==> config.mk <==
export PLATFORM = sky130hd
export DESIGN_NAME = pcp_config_regs
export DESIGN_NICKNAME = d
export VERILOG_FILES = /design/src/pcp_pkg.sv /design/src/pcp_config_regs.sv /design/src/pcp_serial_slave.sv
export SDC_FILE = /design/constraint.sdc
export NUM_CORES = 1
export LEC_CHECK = 0
export ABC_AREA = 1
export BUFFER_PORTS_ARGS = -buffer_cell sky130_fd_sc_hd__clkbuf_2
export CAP_MARGIN = 20
export CORE_AREA = 5 5 171 173
export DETAILED_ROUTE_END_ITERATION = 10
export DIE_AREA = 0 0 176 178
export GPL_TIMING_DRIVEN = 0
export HOLD_SLACK_MARGIN = 0.1
export PLACE_DENSITY_LB_ADDON = 0.12
export SYNTH_ARGS = -nofsm -noshare
export SYNTH_HDL_FRONTEND = slang
export SYNTH_HIERARCHICAL = 1
export SYNTH_SLANG_ARGS = --single-unit
export TNS_END_PERCENT = 5
==> constraint.sdc <==
create_clock -name ref_clk -period 11.56 [get_ports ref_clk]
set_input_delay 0.578 -clock ref_clk [delete_from_list [all_inputs] [get_ports ref_clk]]
set_output_delay 0.578 -clock ref_clk [all_outputs]
set_load 0.01 [all_outputs]
==> src/pcp_pkg.sv <==
package pcp_pkg;

	// Register offsets on the serial link
	localparam logic [7:0] ADDR_MISC_CONFIG  = 8'h13;
	localparam logic [7:0] ADDR_CLOCK_PLL    = 8'h14;
	localparam logic [7:0] ADDR_POWER_OK_A   = 8'h15;
	localparam logic [7:0] ADDR_POWER_OK_B   = 8'h16;

	// Reset values, and the value read at unmapped offsets
	localparam logic [7:0] RST_MISC_CONFIG   = 8'h06;
	localparam logic [7:0] RST_CLOCK_PLL     = 8'h01;
	localparam logic [7:0] RST_POWER_OK_A    = 8'h73;
	localparam logic [7:0] RST_POWER_OK_B    = 8'h04;
	localparam logic [7:0] READ_UNMAPPED     = 8'h00;

	// Misc configuration fields
	localparam int CFG_STARTUP_RANGE  = 6;
	localparam int CFG_SHUTDOWN_RANGE = 5;
	localparam int CFG_CLK_PIN_FUNC   = 4;
	localparam int CFG_CLK_PIN_PD     = 3;
	localparam int CFG_TRIG_PIN_PD    = 2;
	localparam int CFG_THERMAL_SEL    = 1;
	localparam int CFG_DITHER         = 0;

	// Clock and PLL control fields
	localparam int PLL_ENABLE_BIT     = 6;
	localparam int PLL_RESERVED_BIT   = 5;
	localparam int PLL_RATE_MSB       = 4;
	localparam logic [4:0] RATE_CODE_MAX = 5'h17;

	// Power-ok control A fields; low nibble is the rail source mask
	localparam int POK_POLARITY_BIT   = 7;
	localparam int POK_DRAIN_BIT      = 6;
	localparam int POK_LIN_WINDOW_BIT = 5;
	localparam int POK_SW_WINDOW_BIT  = 4;
	localparam int POK_SRC_MSB        = 3;

	// Power-ok control B fields
	localparam int POK_THERMAL_BIT    = 2;
	localparam int POK_FAULT_SRC_BIT  = 1;
	localparam int POK_MODE_BIT       = 0;

	// Rail order in every four-bit rail vector
	localparam int RAIL_SW0  = 0;
	localparam int RAIL_SW1  = 1;
	localparam int RAIL_LIN0 = 2;
	localparam int RAIL_LIN1 = 3;

	// Timing
	localparam int CLK_PERIOD_NS   = 10;
	localparam int STEP_FINE_US    = 500;
	localparam int STEP_FINE_CYC   = STEP_FINE_US * 1000 / CLK_PERIOD_NS;
	localparam int REF_LOSS_NS     = 2000;
	localparam int REF_LOSS_CYC    = REF_LOSS_NS / CLK_PERIOD_NS;

	// Serial slave
	localparam logic [6:0] DEV_ADDR_DEFAULT = 7'h60; // Arbitrary value
	localparam logic [3:0] BITS_PER_BYTE    = 4'h8;

	typedef enum logic [2:0] {
		SL_IDLE     = 3'b000,
		SL_ADDR     = 3'b001,
		SL_ACK_ADDR = 3'b010,
		SL_WR_BYTE  = 3'b011,
		SL_ACK_WR   = 3'b100,
		SL_RD_BYTE  = 3'b101,
		SL_ACK_RD   = 3'b110
	} pcp_slave_state_t;

endpackage : pcp_pkg

==> src/pcp_config_regs.sv <==
`timescale 1ns/100ps
module pcp_config_regs #(
	parameter int STEP_FINE_CYC = pcp_pkg::STEP_FINE_CYC
) (
	input  wire logic       ref_clk,
	input  wire logic       rstn,
	input  wire logic       scl_i,
	input  wire logic       sda_i,
	output wire logic       sda_o,
	output wire logic       sda_oe,
	input  wire logic       clk_pin_i,
	output wire logic       clk_pin_o,
	output wire logic       clk_pin_oe,
	input  wire logic       aux_output_two_level,
	input  wire logic       aux_output_two_open_drain,
	input  wire logic       seq_up_start,
	input  wire logic [3:0] seq_up_code,
	input  wire logic       seq_down_start,
	input  wire logic [3:0] seq_down_code,
	output wire logic       seq_up_done,
	output wire logic       seq_down_done,
	output wire logic       clock_pin_pulldown_on,
	output wire logic       trigger_pin_pulldown_on,
	output wire logic       thermal_alert_threshold_sel,
	output wire logic       dither_switching_on,
	output wire logic       pll_enable,
	output wire logic       use_ext_ref,
	output wire logic       ref_change_event,
	output wire logic [4:0] ref_clock_rate_code,
	input  wire logic [3:0] rail_uv_ok,
	input  wire logic [3:0] rail_ov_ok,
	input  wire logic       thermal_warning,
	input  wire logic [3:0] pg_fault_flags,
	output wire logic       power_ok_out_o,
	output wire logic       power_ok_out_oe,
	output wire logic       power_ok_valid,
	output wire logic       power_ok_continuous_mode
);

	typedef struct packed {
		logic [7:0]       cfg;
		logic [7:0]       pll;
		logic [7:0]       pok_a;
		logic [7:0]       pok_b;
		logic [1:0]       busy;
		logic [1:0]       done;
		logic [1:0][4:0]  ticks;
		logic [1:0][15:0] sub;
		logic             ref_q;
		logic             ref_present;
		logic [7:0]       loss_cnt;
		logic             ref_evt;
		logic             use_ref;
		logic             pin_o;
		logic             pin_oe;
		logic             pok_valid;
		logic             pok_o;
		logic             pok_oe;
	} pcp_regs_t;

	pcp_regs_t  r_ff;
	pcp_regs_t  nxt_r;
	logic [1:0] rst_sync_ff;
	logic       rst_n;
	logic [7:0] rd_addr;
	logic [7:0] rd_data;
	logic       wr_stb;
	logic [7:0] wr_addr;
	logic [7:0] wr_data;

	////////////////////////////////////////////////////////////////////////
	// Delay step count in half-millisecond units: coarse range doubles it
	function automatic logic [4:0] delay_ticks(input logic [3:0] code,
		input logic coarse);
		delay_ticks = coarse ? {code, 1'b0} : {1'b0, code};
	endfunction : delay_ticks

	// Register read decode; unmapped offsets read as zero
	function automatic logic [7:0] read_reg(input logic [7:0] addr,
		input pcp_regs_t r);
		unique case (addr)
			pcp_pkg::ADDR_MISC_CONFIG: read_reg = r.cfg;
			pcp_pkg::ADDR_CLOCK_PLL:   read_reg = r.pll;
			pcp_pkg::ADDR_POWER_OK_A:  read_reg = r.pok_a;
			pcp_pkg::ADDR_POWER_OK_B:  read_reg = r.pok_b;
			default:                   read_reg = pcp_pkg::READ_UNMAPPED;
		endcase
	endfunction : read_reg

	////////////////////////////////////////////////////////////////////////
	// Reset release through two stages so the struct leaves reset cleanly
	always_ff @(posedge ref_clk or negedge rstn) begin
		if (!rstn) begin
			rst_sync_ff <= 2'b00;
		end else begin
			rst_sync_ff <= {rst_sync_ff[0], 1'b1};
		end
	end

	assign rst_n = rst_sync_ff[1];

	////////////////////////////////////////////////////////////////////////
	// Serial register access
	pcp_serial_slave u_slave (
		.ref_clk (ref_clk),
		.rst_n   (rst_n),
		.scl_i   (scl_i),
		.sda_i   (sda_i),
		.sda_o   (sda_o),
		.sda_oe  (sda_oe),
		.rd_addr (rd_addr),
		.rd_data (rd_data),
		.wr_stb  (wr_stb),
		.wr_addr (wr_addr),
		.wr_data (wr_data)
	);

	assign rd_data = read_reg(rd_addr, r_ff);

	////////////////////////////////////////////////////////////////////////
	// Next-state logic for the whole block
	always_comb begin
		logic [1:0] start;
		logic [1:0] coarse;
		logic [1:0][3:0] code;
		logic       clk_role;
		logic       edge_seen;
		logic       rate_ok;
		logic [3:0] rail_ok;
		logic [3:0] src_en;
		logic       live_ok;
		logic       fault_ok;
		logic       valid;
		logic       level;
		start     = {seq_down_start, seq_up_start};
		coarse    = {r_ff.cfg[pcp_pkg::CFG_SHUTDOWN_RANGE],
			r_ff.cfg[pcp_pkg::CFG_STARTUP_RANGE]};
		code      = {seq_down_code, seq_up_code};
		clk_role  = r_ff.cfg[pcp_pkg::CFG_CLK_PIN_FUNC];
		edge_seen = 1'b0;
		rate_ok   = 1'b0;
		rail_ok   = 4'h0;
		src_en    = 4'h0;
		live_ok   = 1'b0;
		fault_ok  = 1'b0;
		valid     = 1'b0;
		level     = 1'b0;
		nxt_r     = r_ff;

		// Register writes; reserved bits are stored as written
		if (wr_stb) begin
			unique case (wr_addr)
				pcp_pkg::ADDR_MISC_CONFIG: nxt_r.cfg   = wr_data;
				pcp_pkg::ADDR_CLOCK_PLL:   nxt_r.pll   = wr_data;
				pcp_pkg::ADDR_POWER_OK_A:  nxt_r.pok_a = wr_data;
				pcp_pkg::ADDR_POWER_OK_B:  nxt_r.pok_b = wr_data;
				default:                   nxt_r.cfg   = r_ff.cfg;
			endcase
		end

		// Sequencing delays; the range is sampled at the start request
		for (int i = 0; i < 2; i++) begin
			nxt_r.done[i] = 1'b0;
			if (start[i]) begin
				nxt_r.ticks[i] = delay_ticks(code[i], coarse[i]);
				nxt_r.sub[i]   = 16'h0000;
				nxt_r.busy[i]  = 1'b1;
			end else if (r_ff.busy[i]) begin
				if (r_ff.ticks[i] == 5'h00) begin
					// Zero code finishes here; done is high two cycles after the request
					nxt_r.busy[i] = 1'b0;
					nxt_r.done[i] = 1'b1;
				end else if (r_ff.sub[i] == 16'(STEP_FINE_CYC - 1)) begin
					nxt_r.sub[i]   = 16'h0000;
					nxt_r.ticks[i] = r_ff.ticks[i] - 5'h01;
				end else begin
					nxt_r.sub[i] = r_ff.sub[i] + 16'h0001;
				end
			end
		end

		// Clock pin role: input only in clock role, else drives output two
		if (clk_role) begin
			nxt_r.pin_o  = 1'b0;
			nxt_r.pin_oe = 1'b0;
		end else if (aux_output_two_open_drain) begin
			nxt_r.pin_o  = 1'b0;
			nxt_r.pin_oe = ~aux_output_two_level;
		end else begin
			nxt_r.pin_o  = aux_output_two_level;
			nxt_r.pin_oe = 1'b1;
		end

		// Reference presence: an edge within the loss window keeps it alive.
		// Bit five of clock control steers nothing here.
		nxt_r.ref_q = clk_pin_i;
		edge_seen   = clk_pin_i ^ r_ff.ref_q;
		if (!r_ff.pll[pcp_pkg::PLL_ENABLE_BIT] || !clk_role) begin
			nxt_r.ref_present = 1'b0;
			nxt_r.loss_cnt    = 8'h00;
		end else if (edge_seen) begin
			nxt_r.ref_present = 1'b1;
			nxt_r.loss_cnt    = 8'h00;
		end else if (r_ff.loss_cnt == 8'(pcp_pkg::REF_LOSS_CYC - 1)) begin
			nxt_r.ref_present = 1'b0;
		end else begin
			nxt_r.loss_cnt = r_ff.loss_cnt + 8'h01;
		end

		// Event on each change of presence while the PLL is enabled
		nxt_r.ref_evt = r_ff.pll[pcp_pkg::PLL_ENABLE_BIT]
			& (nxt_r.ref_present ^ r_ff.ref_present);

		// Reserved rate codes keep the internal oscillator; next-state
		// settings drop the reference on the same edge as a disable
		rate_ok = nxt_r.pll[pcp_pkg::PLL_RATE_MSB:0]
			<= pcp_pkg::RATE_CODE_MAX;
		nxt_r.use_ref = nxt_r.pll[pcp_pkg::PLL_ENABLE_BIT]
			& nxt_r.cfg[pcp_pkg::CFG_CLK_PIN_FUNC]
			& r_ff.ref_present & rate_ok;

		// Per-rail check; window bits add the overvoltage test
		for (int k = 0; k < 4; k++) begin
			if (k >= pcp_pkg::RAIL_LIN0) begin
				rail_ok[k] = rail_uv_ok[k] & (rail_ov_ok[k]
					| ~r_ff.pok_a[pcp_pkg::POK_LIN_WINDOW_BIT]);
			end else begin
				rail_ok[k] = rail_uv_ok[k] & (rail_ov_ok[k]
					| ~r_ff.pok_a[pcp_pkg::POK_SW_WINDOW_BIT]);
			end
		end

		// Only selected rails count; an empty selection passes
		src_en   = r_ff.pok_a[pcp_pkg::POK_SRC_MSB:0];
		live_ok  = &(rail_ok | ~src_en);
		fault_ok = ~|(pg_fault_flags & src_en);
		valid    = r_ff.pok_b[pcp_pkg::POK_FAULT_SRC_BIT] ? fault_ok
			: live_ok;
		if (r_ff.pok_b[pcp_pkg::POK_THERMAL_BIT] && thermal_warning) begin
			valid = 1'b0;
		end
		nxt_r.pok_valid = valid;

		// Output pin: polarity first, then push-pull or open-drain drive
		level = valid ^ r_ff.pok_a[pcp_pkg::POK_POLARITY_BIT];
		if (r_ff.pok_a[pcp_pkg::POK_DRAIN_BIT]) begin
			nxt_r.pok_o  = 1'b0;
			nxt_r.pok_oe = ~level;
		end else begin
			nxt_r.pok_o  = level;
			nxt_r.pok_oe = 1'b1;
		end
	end

	////////////////////////////////////////////////////////////////////////
	// State register
	always_ff @(posedge ref_clk or negedge rst_n) begin
		if (!rst_n) begin
			r_ff <= '{cfg:   pcp_pkg::RST_MISC_CONFIG,
				pll:   pcp_pkg::RST_CLOCK_PLL,
				pok_a: pcp_pkg::RST_POWER_OK_A,
				pok_b: pcp_pkg::RST_POWER_OK_B,
				default: '0};
		end else begin
			r_ff <= nxt_r;
		end
	end

	////////////////////////////////////////////////////////////////////////
	// Outputs, all taken from the state register
	assign seq_up_done   = r_ff.done[0];
	assign seq_down_done = r_ff.done[1];
	assign clk_pin_o     = r_ff.pin_o;
	assign clk_pin_oe    = r_ff.pin_oe;

	// Pull-down bit holds in either pin role
	assign clock_pin_pulldown_on = r_ff.cfg[pcp_pkg::CFG_CLK_PIN_PD];
	assign trigger_pin_pulldown_on =
		r_ff.cfg[pcp_pkg::CFG_TRIG_PIN_PD];
	assign thermal_alert_threshold_sel =
		r_ff.cfg[pcp_pkg::CFG_THERMAL_SEL];
	assign dither_switching_on = r_ff.cfg[pcp_pkg::CFG_DITHER];

	assign pll_enable          = r_ff.pll[pcp_pkg::PLL_ENABLE_BIT];
	assign use_ext_ref         = r_ff.use_ref;
	assign ref_change_event    = r_ff.ref_evt;
	assign ref_clock_rate_code = r_ff.pll[pcp_pkg::PLL_RATE_MSB:0];

	assign power_ok_out_o   = r_ff.pok_o;
	assign power_ok_out_oe  = r_ff.pok_oe;
	assign power_ok_valid   = r_ff.pok_valid;
	assign power_ok_continuous_mode = r_ff.pok_b[pcp_pkg::POK_MODE_BIT];

endmodule : pcp_config_regs

==> src/pcp_serial_slave.sv <==
`timescale 1ns/100ps
module pcp_serial_slave #(
	parameter logic [6:0] DEV_ADDR = pcp_pkg::DEV_ADDR_DEFAULT
) (
	input  wire logic       ref_clk,
	input  wire logic       rst_n,
	input  wire logic       scl_i,
	input  wire logic       sda_i,
	output wire logic       sda_o,
	output wire logic       sda_oe,
	output wire logic [7:0] rd_addr,
	input  wire logic [7:0] rd_data,
	output wire logic       wr_stb,
	output wire logic [7:0] wr_addr,
	output wire logic [7:0] wr_data
);

	typedef struct packed {
		logic                      scl_q;
		logic                      sda_q;
		pcp_pkg::pcp_slave_state_t st;
		logic [3:0]                cnt;
		logic [7:0]                shift;
		logic [7:0]                ptr;
		logic                      rw;
		logic                      first;
		logic                      oe;
		logic                      wr;
		logic [7:0]                waddr;
		logic [7:0]                wdata;
	} pcp_slave_t;

	pcp_slave_t r_ff;
	pcp_slave_t nxt_r;
	logic       rise;
	logic       fall;
	logic       start_cond;
	logic       stop_cond;

	////////////////////////////////////////////////////////////////////////
	// Line events; pins arrive synchronous so one delay stage suffices
	assign rise       = ~r_ff.scl_q & scl_i;
	assign fall       = r_ff.scl_q & ~scl_i;
	assign start_cond = r_ff.scl_q & scl_i & r_ff.sda_q & ~sda_i;
	assign stop_cond  = r_ff.scl_q & scl_i & ~r_ff.sda_q & sda_i;

	////////////////////////////////////////////////////////////////////////
	// Byte engine: pointer byte first, then data with auto-increment
	always_comb begin
		nxt_r       = r_ff;
		nxt_r.scl_q = scl_i;
		nxt_r.sda_q = sda_i;
		nxt_r.wr    = 1'b0;
		if (start_cond) begin
			nxt_r.st    = pcp_pkg::SL_ADDR;
			nxt_r.cnt   = 4'h0;
			nxt_r.first = 1'b1;
			nxt_r.oe    = 1'b0;
		end else if (stop_cond) begin
			nxt_r.st = pcp_pkg::SL_IDLE;
			nxt_r.oe = 1'b0;
		end else begin
			unique case (r_ff.st)
				pcp_pkg::SL_IDLE: begin
					nxt_r.oe = 1'b0;
				end
				pcp_pkg::SL_ADDR, pcp_pkg::SL_WR_BYTE: begin
					if (rise) begin
						nxt_r.shift = {r_ff.shift[6:0], sda_i};
						nxt_r.cnt   = r_ff.cnt + 4'h1;
					end else if (fall && r_ff.cnt == pcp_pkg::BITS_PER_BYTE) begin
						nxt_r.cnt = 4'h0;
						if (r_ff.st == pcp_pkg::SL_ADDR) begin
							if (r_ff.shift[7:1] == DEV_ADDR) begin
								nxt_r.st = pcp_pkg::SL_ACK_ADDR;
								nxt_r.rw = r_ff.shift[0];
								nxt_r.oe = 1'b1;
							end else begin
								nxt_r.st = pcp_pkg::SL_IDLE;
							end
						end else begin
							nxt_r.st = pcp_pkg::SL_ACK_WR;
							nxt_r.oe = 1'b1;
							if (r_ff.first) begin
								nxt_r.ptr   = r_ff.shift;
								nxt_r.first = 1'b0;
							end else begin
								nxt_r.wr    = 1'b1;
								nxt_r.waddr = r_ff.ptr;
								nxt_r.wdata = r_ff.shift;
								nxt_r.ptr   = r_ff.ptr + 8'h01;
							end
						end
					end
				end
				pcp_pkg::SL_ACK_ADDR: begin
					if (fall) begin
						if (r_ff.rw) begin
							nxt_r.st    = pcp_pkg::SL_RD_BYTE;
							nxt_r.shift = rd_data;
							nxt_r.oe    = ~rd_data[7];
						end else begin
							nxt_r.st = pcp_pkg::SL_WR_BYTE;
							nxt_r.oe = 1'b0;
						end
					end
				end
				pcp_pkg::SL_ACK_WR: begin
					if (fall) begin
						nxt_r.st = pcp_pkg::SL_WR_BYTE;
						nxt_r.oe = 1'b0;
					end
				end
				pcp_pkg::SL_RD_BYTE: begin
					if (fall) begin
						if (r_ff.cnt == pcp_pkg::BITS_PER_BYTE - 4'h1) begin
							nxt_r.st  = pcp_pkg::SL_ACK_RD;
							nxt_r.oe  = 1'b0;
							nxt_r.ptr = r_ff.ptr + 8'h01;
						end else begin
							nxt_r.cnt   = r_ff.cnt + 4'h1;
							nxt_r.shift = {r_ff.shift[6:0], 1'b0};
							nxt_r.oe    = ~r_ff.shift[6];
						end
					end
				end
				pcp_pkg::SL_ACK_RD: begin
					// A not-acknowledge ends the read burst
					if (rise && sda_i) begin
						nxt_r.st = pcp_pkg::SL_IDLE;
					end else if (fall) begin
						nxt_r.st    = pcp_pkg::SL_RD_BYTE;
						nxt_r.cnt   = 4'h0;
						nxt_r.shift = rd_data;
						nxt_r.oe    = ~rd_data[7];
					end
				end
				default: begin
					nxt_r.st = pcp_pkg::SL_IDLE;
				end
			endcase
		end
	end

	always_ff @(posedge ref_clk or negedge rst_n) begin
		if (!rst_n) begin
			r_ff <= '{scl_q: 1'b1, sda_q: 1'b1, st: pcp_pkg::SL_IDLE,
				default: '0};
		end else begin
			r_ff <= nxt_r;
		end
	end

	// Open-drain line: the data level is always low, only the enable moves
	assign sda_o   = 1'b0;
	assign sda_oe  = r_ff.oe;
	assign rd_addr = r_ff.ptr;
	assign wr_stb  = r_ff.wr;
	assign wr_addr = r_ff.waddr;
	assign wr_data = r_ff.wdata;

endmodule : pcp_serial_slave

==> impl_metrics.csv, run 1 <==
group,metric,value,unit
layout,drive_gt1_share,15.28,%
cts,clkLatencyLatePin,430,ps
place,post-dp-hpwl,15850,um
power_and_ir_drop,cellLeakagePower,0.004500,uW
floorplanning,placementRows,61,
synth,synth_area_leaders,"sky130_fd_sc_hd__dfrtp_1, sky130_fd_sc_hd__nand2_1, sky130_fd_sc_hd__o21ai_0, sky130_fd_sc_hd__nand3_1, sky130_fd_sc_hd__inv_1",
floorplanning,die_width,176,um
layout,fillerInstances,2960,
critical_path,critical_path_class,"reg -> reg",
synth,synth_area,8154,um^2
timing,fin_crit,2499,ps
detailed_routing,postRouteWirelength,21230,um
detailed_routing,avgRoutedWirePerCell,13.81,um
synth,fraction_of_post_synthesis_cell_area_in_the_top_cell_type_by_area,40.20,%
timing,setup_viol,0,
cts,clk_root_buffer_cell,"sky130_fd_sc_hd__clkbuf_16",
detailed_routing,antenna_left,0,
critical_path,crit_required,11880,ps
synth,post_synth.cell_area_avg,7.366,um^2
power_and_ir_drop,ir_drop_worst_vdd,80.24,uV
detailed_routing,dr.pass1.iters,8,
critical_path,critical_path.endpoint_type,"register",
power_and_ir_drop,total_power,1413,uW
synth,seq_area_frac_synth,43.75,%
detailed_routing,vias_per_cell,4.634,
place,io_buffer_count,48,
min_path,worstHoldPathType,"reg -> async",
synth,postSynthCellCount,1107,
synth,synth.ff_latch_count,142,
grt,grtUsageTotal,13.97,%
layout,fin_cells,1537,
grt,grt_pass1_vias,6624,
timing,final_cycle_utilization_of_the_critical_path,21.62,%
cts,tritoncts_clock_tree,"built",
cts,clkSlewWorstSetupHoldPaths,70,ps
detailed_routing,routed_vias,7123,
floorplanning,io_pins,52,
floorplanning,die-height,178,um
synth,synthFlopType,"sky130_fd_sc_hd__dfrtp_1",
synth,synth_area_leader_cell,"sky130_fd_sc_hd__dfrtp_1",
floorplanning,dieArea,31330,um^2
synth,synth_cell_types,45,
layout,antenna_cells,0,
synth,leading_cell_types_by_count_after_synthesis,"sky130_fd_sc_hd__nand2_1, sky130_fd_sc_hd__dfrtp_1, sky130_fd_sc_hd__inv_1",
timing,rsz0062_at_grt,"false",
layout,areaGrowthSynthToFinish,16.13,%
critical_path,critPathArrivalTime,2820,ps
synth,number_of_synthesized_flops_with_an_enable_pin,0,
place,dp.cells,1504,
cts,postCtsHoldBufs,1,
synth,synth_nets,1147,
synth,yosysWarnings,6,
timing,max_slew_margin,38.27,%
critical_path,worst-r2r-cell-count,13,
floorplanning,floorplan.initialDensity,29.68,%
timing,worst_slew_pin_slew,918.9,ps
floorplanning,floorplan.core_area,27480,um^2
timing,finClkSkew,12.82,ps
cts,post_cts.repair.setup_buffers,0,
cts,h-tree-depth,4,
outcome,run_status,"finished clean",
run,max_cap_viol_count,0,
cts,numClockSinks,142,
layout,finalNetCount,1218,
power_and_ir_drop,power_density,149.2,nW/um^2
grt,grt_start_max_net_pins,65,
place,place.gp.congestion,0.8133,
layout,post-route-util,34.46,%
grt,antenna_violations_before_repair,0,
critical_path,cp_max_fo,8,
cts,tritoncts.num_buffers,17,
place,dp_worst_setup_slack,9044,ps
timing,timing_max_transition_violations_final,0,
timing,setup_tns,0,ps
cts,count_of_cells_resized_by_post_cts_repair,0,
timing,achievable-frequency,400.2,MHz
grt,overflow,0,
detailed_routing,residual_drc_count,0,
cts,clock_path_buffers,2,
detailed_routing,drtIter0Drc,464,
critical_path,crit_path_start_kind,"register",
timing,hold_viol_final,0,
grt,grt_pass1_wl,35140,um
timing,worst_slack,9061,ps
synth,yosys.cell_count.top_type,"sky130_fd_sc_hd__nand2_1",
synth,ys_async_sr_fraction,100.0,%
## final timing paths
check | from | end | slack [ps]
hold / removal | rst_sync_ff[1] | r_ff[55] | 260
hold reg to reg | rst_sync_ff[1] | r_ff[55] | 260
setup / recovery | u_slave/rd_addr[5] | u_slave/sda_oe | 9060
max in group asynchronous | rst_sync_ff[1] | ref_clock_rate_code[0] | 10590
setup reg to reg | u_slave/rd_addr[5] | u_slave/sda_oe | 9060
min in group ref_clk | clk_pin_i | r_ff[16] | 290
## power by group
part           internal [uW]  switching (uW)
Clock                    309             229
Sequential               546            46.8
Combinational            101             180
## worst max-delay path, cell delays in order, from the launching register on
cell and delay [ps]:
sky130_fd_sc_hd__dfrtp_1 450, sky130_fd_sc_hd__buf_4 160, sky130_fd_sc_hd__nor2_1 90, sky130_fd_sc_hd__nand2_1 130, sky130_fd_sc_hd__nor3_1 720, sky130_fd_sc_hd__nand2_1 120
sky130_fd_sc_hd__nand4_1 180, sky130_fd_sc_hd__nor2_1 90, sky130_fd_sc_hd__o21ai_0 100, sky130_fd_sc_hd__nand3_1 100, sky130_fd_sc_hd__nand2_1 70, sky130_fd_sc_hd__inv_1 40
sky130_fd_sc_hd__nand3_1 90, sky130_fd_sc_hd__nand2_1 60
## registers in the layout, indices dropped and copies added, names as in the netlist, 2 cells and up
name / count
u_slave/rd_addr: 8
rst_sync_ff: 2
u_slave/r_ff: 19
ref_clock_rate_code: 5
u_slave/wr_data: 8
u_slave/wr_addr: 8
r_ff: 75
## per-stage QoR
step | instance area (um^2) | hold WS [ps]
floorplan | 8154 | 282.4
global placement | 8827 | 334.7
detailed placement | 8891 | 272.9
CTS | 9469 | 266.4
global route | 9469 | 272.2
finish | 9469 | 259.3
## kinds of logic after synthesis
family | share of synthesized area (%)
AND/OR/NAND/NOR | 32.79
buffers and inverters | 10.60
other | 0.09210
flip-flops | 43.75
adder cells (fa/ha/maj) | 1.534
AO/OA/AOI/OAI | 9.944
XOR/XNOR | 1.289
## area by class of cell
class	count	area [um^2]	area share, %
Clock buffer	20	456.7	4.823
Multi-Input combinational cell	785	3722	39.31
Timing Repair Buffer	52	310.3	3.277
Tap cell	346	432.9	4.572
Clock inverter	12	111.4	1.176
Sequential cell	142	3571	37.71
Buffer	51	372.9	3.938
Inverter	129	491.7	5.193
## per-layer routing
layer / GRT usage, % / share of wire (%)
met1: 19.21 / 49
met2: 22.82 / 47
met3: 2.607 / 3.5
met4: 3.574 / 0.87
met5: 0 / 0
## cell usage in the layout, fill, tap and decap left out, drive strengths merged, types with 3 or more instances in the layout
master / count
a21oi: 24
a31oi: 3
buf: 48
clkbuf: 74
clkinv: 6
clkinvlp: 3
dfrtp: 131
dfstp: 11
ha: 10
inv: 131
nand2: 329
nand3: 98
nand4: 31
nor2: 122
nor3: 17
nor3b: 3
o21ai: 117
xor2: 10
Power figures use the tool's default switching activity.
==> run 2: changes to the inputs <==
--- a/config.mk
+++ b/config.mk
@@ -5,12 +5,12 @@
 export SDC_FILE = /design/constraint.sdc
 export NUM_CORES = 1
 export LEC_CHECK = 0
-export ABC_AREA = 1
+export ABC_AREA = 0
 export BUFFER_PORTS_ARGS = -buffer_cell sky130_fd_sc_hd__clkbuf_2
 export CAP_MARGIN = 20
-export CORE_AREA = 5 5 171 173
+export CORE_AREA = 5 5 170 172
 export DETAILED_ROUTE_END_ITERATION = 10
-export DIE_AREA = 0 0 176 178
+export DIE_AREA = 0 0 175 177
 export GPL_TIMING_DRIVEN = 0
 export HOLD_SLACK_MARGIN = 0.1
 export PLACE_DENSITY_LB_ADDON = 0.12
==> constraint.sdc (replaced) <==
create_clock -name ref_clk -period 2.1 [get_ports ref_clk]
set_input_delay 0.105 -clock ref_clk [delete_from_list [all_inputs] [get_ports ref_clk]]
set_output_delay 0.105 -clock ref_clk [all_outputs]
set_load 0.01 [all_outputs]
==> run 2 against run 1 <==
  * The run now ends with negative setup slack left
  * Critical path depth shrank 4
  * Maximum frequency rose by 18%
  * Area after synthesis fell by 2.0%
  * Register-to-register slack worse by 9100 ps
  * Clock skew rose by 0.96 ps
  * Hold slack got worse by 130 ps
  * Sequential power grew to 5.5 times the previous value
  * Global-route usage down 0.59 points
  * Non-clock buffer count increased by 38
  * Via count down 12%
  * Design area is 3.8% higher
  * Die area shrank 1.1%
==> impl_metrics.csv, run 2 <==
group,metric,value,unit
outcome,run_status,"complete, but fails checks",
outcome,violated_checks,"negative setup slack",
timing,timing_max_transition_violations_final,0,
timing,worst_slew_pin_slew,671.9,ps
layout,fillerInstances,2820,
grt,antenna_violations_before_repair,0,
power_and_ir_drop,power_density,788.4,nW/um^2
synth,postSynthCellCount,795,
synth,yosysWarnings,6,
critical_path,critical_path_class,"reg -> reg",
cts,clock_path_buffers,2,
detailed_routing,antenna_left,0,
floorplanning,die-height,177,um
grt,grtUsageTotal,13.38,%
synth,synth_area,7991,um^2
floorplanning,placementRows,61,
synth,synth_nets,835,
synth,ys_async_sr_fraction,100.0,%
synth,leading_cell_types_by_count_after_synthesis,"sky130_fd_sc_hd__dfrtp_1, sky130_fd_sc_hd__nand2_1, sky130_fd_sc_hd__nor2_1",
run,max_cap_viol_count,0,
critical_path,worst-r2r-cell-count,9,
synth,post_synth.cell_area_avg,10.05,um^2
place,io_buffer_count,49,
layout,finalNetCount,932,
grt,grt_start_max_net_pins,50,
cts,tritoncts_clock_tree,"built",
timing,hold_viol_final,0,
layout,largest_register_ffs,75,
timing,fin_crit,2120,ps
power_and_ir_drop,total_power,7746,uW
synth,synth.ff_latch_count,142,
cts,numClockSinks,142,
synth,number_of_synthesized_flops_with_an_enable_pin,0,
grt,grt.busiest_layer,"met2",
detailed_routing,drtIter0Drc,398,
critical_path,reg2reg_slack,-20,ps
critical_path,regToRegEndpoint,"u_slave/sda_oe",
power_and_ir_drop,ir_drop_worst_vdd,449.1,uV
detailed_routing,avgRoutedWirePerCell,16.07,um
layout,drive_gt1_share,29.31,%
timing,worst_slack,-19.75,ps
timing,hold_slack,131.5,ps
cts,clkSlewWorstSetupHoldPaths,60,ps
detailed_routing,postRouteWirelength,20090,um
layout,registers.top_by_ff_count,"r_ff",
timing,achievable-frequency,471.8,MHz
place,place.gp.congestion,0.8143,
timing,finClkSkew,13.77,ps
layout,areaGrowthSynthToFinish,22.94,%
grt,grt.met2_usage,20.54,%
min_path,holdPathStages,4,
grt,grt_pass1_vias,6277,
cts,tritoncts.num_buffers,17,
synth,seq_area_frac_synth,44.64,%
timing,rsz0062_at_grt,"true",
detailed_routing,routed_vias,6234,
synth,yosys.cell_count.top_type,"sky130_fd_sc_hd__dfrtp_1",
floorplanning,floorplan.initialDensity,29.25,%
critical_path,cp_max_fo,3,
cts,clk_root_buffer_cell,"sky130_fd_sc_hd__clkbuf_16",
synth,synth_area_leaders,"sky130_fd_sc_hd__dfrtp_1, sky130_fd_sc_hd__mux2_2, sky130_fd_sc_hd__nand2_1, sky130_fd_sc_hd__dfstp_2, sky130_fd_sc_hd__buf_4",
critical_path,crit_required,2410,ps
critical_path,critical_path.startpoint,"u_slave/rd_addr[5]",
grt,groute.layer.met3.usage,3.119,%
floorplanning,dieArea,30980,um^2
synth,synth_cell_types,89,
place,post-dp-hpwl,14090,um
synth,fraction_of_post_synthesis_cell_area_in_the_top_cell_type_by_area,41.02,%
cts,h-tree-depth,4,
synth,synth_area_leader_cell,"sky130_fd_sc_hd__dfrtp_1",
place,dp_worst_setup_slack,-535.2,ps
layout,antenna_cells,0,
grt,overflow,0,
grt,globalRouteMet1Util,19.00,%
detailed_routing,residual_drc_count,0,
layout,layout_common_cells,"sky130_fd_sc_hd__dfrtp_1, sky130_fd_sc_hd__nand2_1, sky130_fd_sc_hd__nor2_1",
min_path,worstHoldPathType,"in -> reg",
detailed_routing,vias_per_cell,4.987,
layout,reg.largest.list,"r_ff x75, u_slave/r_ff x19",
critical_path,crit-reg2reg-launch,"u_slave/rd_addr[5]",
critical_path,critPathArrivalTime,2430,ps
detailed_routing,dr.pass1.iters,5,
timing,final_cycle_utilization_of_the_critical_path,100.9,%
min_path,launch_point_of_the_worst_hold_path,"seq_up_code[2]",
power_and_ir_drop,cellLeakagePower,0.004243,uW
layout,final_common_cell,"sky130_fd_sc_hd__dfrtp_1",
timing,max_slew_margin,55.21,%
synth,synthFlopType,"sky130_fd_sc_hd__dfrtp_1",
floorplanning,io_pins,52,
floorplanning,floorplan.core_area,27320,um^2
floorplanning,die_width,175,um
grt,grt_pass1_wl,33670,um
critical_path,crit_path_start_kind,"register",
min_path,holdPathEnd,"r_ff[52]",
timing,setup_viol,1,
cts,clkLatencyLatePin,430,ps
critical_path,critical_path.endpoint_type,"register",
-- run 2: cell types whose count changed after synthesis, sizes merged, moves of 11 or more --
cell	change
nand2	-251
nand3	-78
nand4	-13
inv	-110
a21oi	+13
o21ai	-71
nor2	-59
nor4	+11
mux2	+57
xnor2	+17
mux2i	+13
-- run 2: worst max-delay path, stage by stage, from the launching register on --
cell and delay (ps):
sky130_fd_sc_hd__dfrtp_1 400, sky130_fd_sc_hd__buf_6 120, sky130_fd_sc_hd__nand2b_4 130, sky130_fd_sc_hd__nor4_4 330, sky130_fd_sc_hd__nand3b_1 210, sky130_fd_sc_hd__buf_6 170, sky130_fd_sc_hd__nor2_4 100, sky130_fd_sc_hd__a221o_1 240
sky130_fd_sc_hd__o21ai_2 90, sky130_fd_sc_hd__a32o_1 220
-- run 2: through the flow --
stage                     utilization [%]  area (um^2)  setup TNS, ps  std cells
after floorplan                         -         7995              0        795
after global placement              31.74         8673         -26450       1190
after detailed placement            31.94         8728         -13890       1192
after CTS                           35.41         9674         -167.4       1245
after global routing                35.96         9824          -1626       1250
final                               35.96         9824         -19.75       1250
-- run 2: per-layer routing --
metal / vias to the layer above / wire length (um)
li1: 3067 / -
met2: 111 / 9041
met1: 3035 / 10120
met4: 0 / 223
met5: - / 0
met3: 21 / 702
-- run 2: logic make-up after synthesis --
group	Yosys count	share of synthesized area (%)
other cells	2	0.09398
flops	142	44.64
compound gates	154	13.09
xor+xnor	28	3.069
simple gates	308	21.54
buf+inv	81	6.012
fa+ha+maj	10	1.566
mux	70	9.989
-- run 2: worst max path at each step --
stage	end	slack, ps
4_1_cts	use_ext_ref	-70
5_1_grt	u_slave/sda_oe	-160
6_report	u_slave/sda_oe	-20
3_5_place_dp	u_slave/sda_oe	-540
3_3_place_gp	u_slave/sda_oe	-510
2_1_floorplan	r_ff[52]	140
-- run 2: repair_timing --
item | in CTS | in global routing
hold buffers | 16 | 0
endpoints found under the hold margin | 16 | 0
resized for setup | 23 | 34
buffers inserted | 7 | 6
pin swaps | 6 | 16
setup endpoints to repair | 83 | 72
gates cloned | 0 | 0
-- run 2: layout make-up --
class / count / area, um^2 / area share, %
Sequential cell: 142 / 3571 / 36.35
Tap cell: 346 / 432.9 / 4.407
Clock inverter: 11 / 168.9 / 1.719
Buffer: 61 / 439.2 / 4.470
Timing Repair Buffer: 80 / 581.8 / 5.922
Inverter: 18 / 70.07 / 0.7132
Clock buffer: 20 / 446.7 / 4.547
Multi-Input combinational cell: 572 / 4114 / 41.87
-- run 2: where the power goes --
group / total (uW) / internal [uW] / switching (uW) / leakage (uW)
registers: 3260 / 2960 / 306 / 0.00186
clock network: 3210 / 2010 / 1200 / 0.000300
logic: 1270 / 624 / 649 / 0.00208
==> run 3: changes to the inputs <==
--- a/config.mk
+++ b/config.mk
@@ -13,7 +13,6 @@
 export DIE_AREA = 0 0 175 177
 export GPL_TIMING_DRIVEN = 0
 export HOLD_SLACK_MARGIN = 0.1
-export PLACE_DENSITY_LB_ADDON = 0.12
 export SYNTH_ARGS = -nofsm -noshare
 export SYNTH_HDL_FRONTEND = slang
 export SYNTH_HIERARCHICAL = 1
==> run 3 against run 2 <==
  * Highest routed layer unchanged
  * Final cell count decreased by 0.32%
  * Flip-flop and latch count unchanged
  * The flow still finishes with violations (negative setup slack)
  * Design area decreased by 0.64%
  * Largest cell class unchanged
==> impl_metrics.csv, run 3 (synthesis results as in run 2) <==
group,metric,value,unit
cts,clock_path_buffers,2,
critical_path,critical_path.startpoint,"u_slave/rd_addr[5]",
grt,grtUsageTotal,12.01,%
layout,antenna_cells,0,
timing,setup_tns,-84.45,ps
cts,h-tree-depth,4,
detailed_routing,dr.pass1.iters,5,
power_and_ir_drop,power_density,790.2,nW/um^2
layout,finalNetCount,928,
min_path,worstHoldPathType,"in -> reg",
outcome,violated_checks,"negative setup slack",
critical_path,cp_max_fo,4,
layout,layout_common_cells,"sky130_fd_sc_hd__dfrtp_1, sky130_fd_sc_hd__nand2_1, sky130_fd_sc_hd__nor2_1",
floorplanning,placementRows,61,
critical_path,crit-reg2reg-launch,"u_slave/rd_addr[5]",
cts,clkLatencyLatePin,420,ps
critical_path,worst-r2r-cell-count,9,
floorplanning,floorplan.initialDensity,29.25,%
layout,areaGrowthSynthToFinish,22.15,%
critical_path,critical_path.endpoint_type,"register",
layout,final_common_cell,"sky130_fd_sc_hd__dfrtp_1",
outcome,run_status,"complete, but fails checks",
floorplanning,dieArea,30980,um^2
grt,grt_pass1_wl,31040,um
place,post-dp-hpwl,12530,um
floorplanning,floorplan.core_area,27320,um^2
timing,hold_viol_final,0,
critical_path,regToRegEndpoint,"u_slave/sda_oe",
timing,setup_viol,5,
timing,fin_crit,2167,ps
grt,overflow,0,
place,dp_worst_setup_slack,-488.9,ps
detailed_routing,routed_vias,6137,
place,dp.cells,1192,
floorplanning,die_width,175,um
timing,timing_max_transition_violations_final,0,
run,max_cap_viol_count,0,
critical_path,critPathArrivalTime,2470,ps
timing,worst_slew_pin_slew,531.9,ps
timing,final_cycle_utilization_of_the_critical_path,103.2,%
cts,numClockSinks,142,
layout,registers.top_by_ff_count,"r_ff",
floorplanning,die-height,177,um
grt,antenna_violations_before_repair,0,
grt,grt_start_max_net_pins,68,
layout,largest_register_ffs,75,
cts,tritoncts.num_buffers,17,
detailed_routing,residual_drc_count,0,
critical_path,crit_path_start_kind,"register",
timing,max_slew_margin,64.04,%
timing,rsz0062_at_grt,"true",
detailed_routing,drtIter0Drc,531,
cts,tritoncts_clock_tree,"built",
place,io_buffer_count,49,
timing,finClkSkew,6.748,ps
layout,drive_gt1_share,28.44,%
detailed_routing,postRouteWirelength,17980,um
cts,clk_root_buffer_cell,"sky130_fd_sc_hd__clkbuf_16",
detailed_routing,vias_per_cell,4.925,
layout,reg.largest.list,"r_ff x75, u_slave/r_ff x19",
timing,achievable-frequency,461.4,MHz
timing,worst_slack,-67.10,ps
critical_path,stage_delay_of_the_slowest_cell_on_the_critical_path,410,ps
place,place.gp.congestion,0.8427,
cts,clkSlewWorstSetupHoldPaths,60,ps
critical_path,reg2reg_slack,-70,ps
power_and_ir_drop,cellLeakagePower,0.004204,uW
critical_path,worst_setup_path_endpoint,"u_slave/sda_oe",
critical_path,crit_path_top_delay_cell,"sky130_fd_sc_hd__dfrtp_1",
grt,grt_pass1_vias,6118,
detailed_routing,avgRoutedWirePerCell,14.43,um
critical_path,crit_required,2410,ps
layout,fin_cells,1246,
power_and_ir_drop,ir_drop_worst_vdd,461.2,uV
critical_path,critical_path_class,"reg -> reg",
detailed_routing,antenna_left,0,
floorplanning,io_pins,52,
critical_path,critical_path.cell_chain,"buf_4 -> nand2b_4 -> nor4_4 -> nand3b_1 -> buf_6 -> nor2_4 -> a221o_1 -> o21ai_2 -> a32o_1",
-- run 3: how the worst min path moves through the flow --
stage,start,to,slack [ps],cells after the start
2_1_floorplan,rstn,rst_sync_ff[0],-190,0
3_3_place_gp,rstn,rst_sync_ff[0],-110,1
6_report,seq_up_code[1],r_ff[50],120,5
5_1_grt,seq_up_code[2],r_ff[52],180,4
4_1_cts,seq_up_code[1],r_ff[50],110,5
3_5_place_dp,rstn,rst_sync_ff[0],-100,1
-- run 3: final cells by class --
| class | instances | area (um^2) |
|---|---|---|
| clock buffers | 17 | 425.4 |
| inverters | 18 | 70.07 |
| fillers | 2749 | 17560 |
| multi-input cells | 572 | 4103 |
| plain buffers | 62 | 421.7 |
| clock inverters | 14 | 207.7 |
| repair buffers | 75 | 530.5 |
| well taps | 346 | 432.9 |
| flip-flops and latches | 142 | 3571 |
-- run 3: report_power, final --
group          total [uW]  internal, uW  switching [uW]
registers            3250          2960             294
clock network        3250          2010            1240
logic                1210           580             629
total                7710          5550            2170
-- run 3: repair_timing --
action                                 4_1_cts  5_1_grt
setup endpoints to repair                   78       74
cloned                                       0        1
pin swaps                                    8       11
setup buffers                                5        1
endpoints found under the hold margin       17        0
resized for setup                           20       24
hold buffers                                17        0
-- run 3: critical path, delay by kind of cell, from the launching register on --
family	cells	cell delay, ps
AOI/OAI and AO/OA	3	580
buffers and inverters	2	320
DFF	1	410
and+or+nand+nor	4	750
-- run 3: through the flow --
step	power, uW	instance area [um^2]	hold WS (ps)	util [%]
after CTS	7763	9656	105.5	35.34
after global routing	8116	9762	177.6	35.73
after global placement	4332	8673	-107.3	31.74
after detailed placement	4366	8728	-101.1	31.94
after floorplan	4024	7995	-190.6	-
final	7714	9762	124.0	35.73
-- run 3: routing by layer --
layer	track usage, %	part of all wire [%]
met3	2.756	4.3
met5	0	0
met4	3.404	1.1
met1	16.57	49
met2	19.02	45
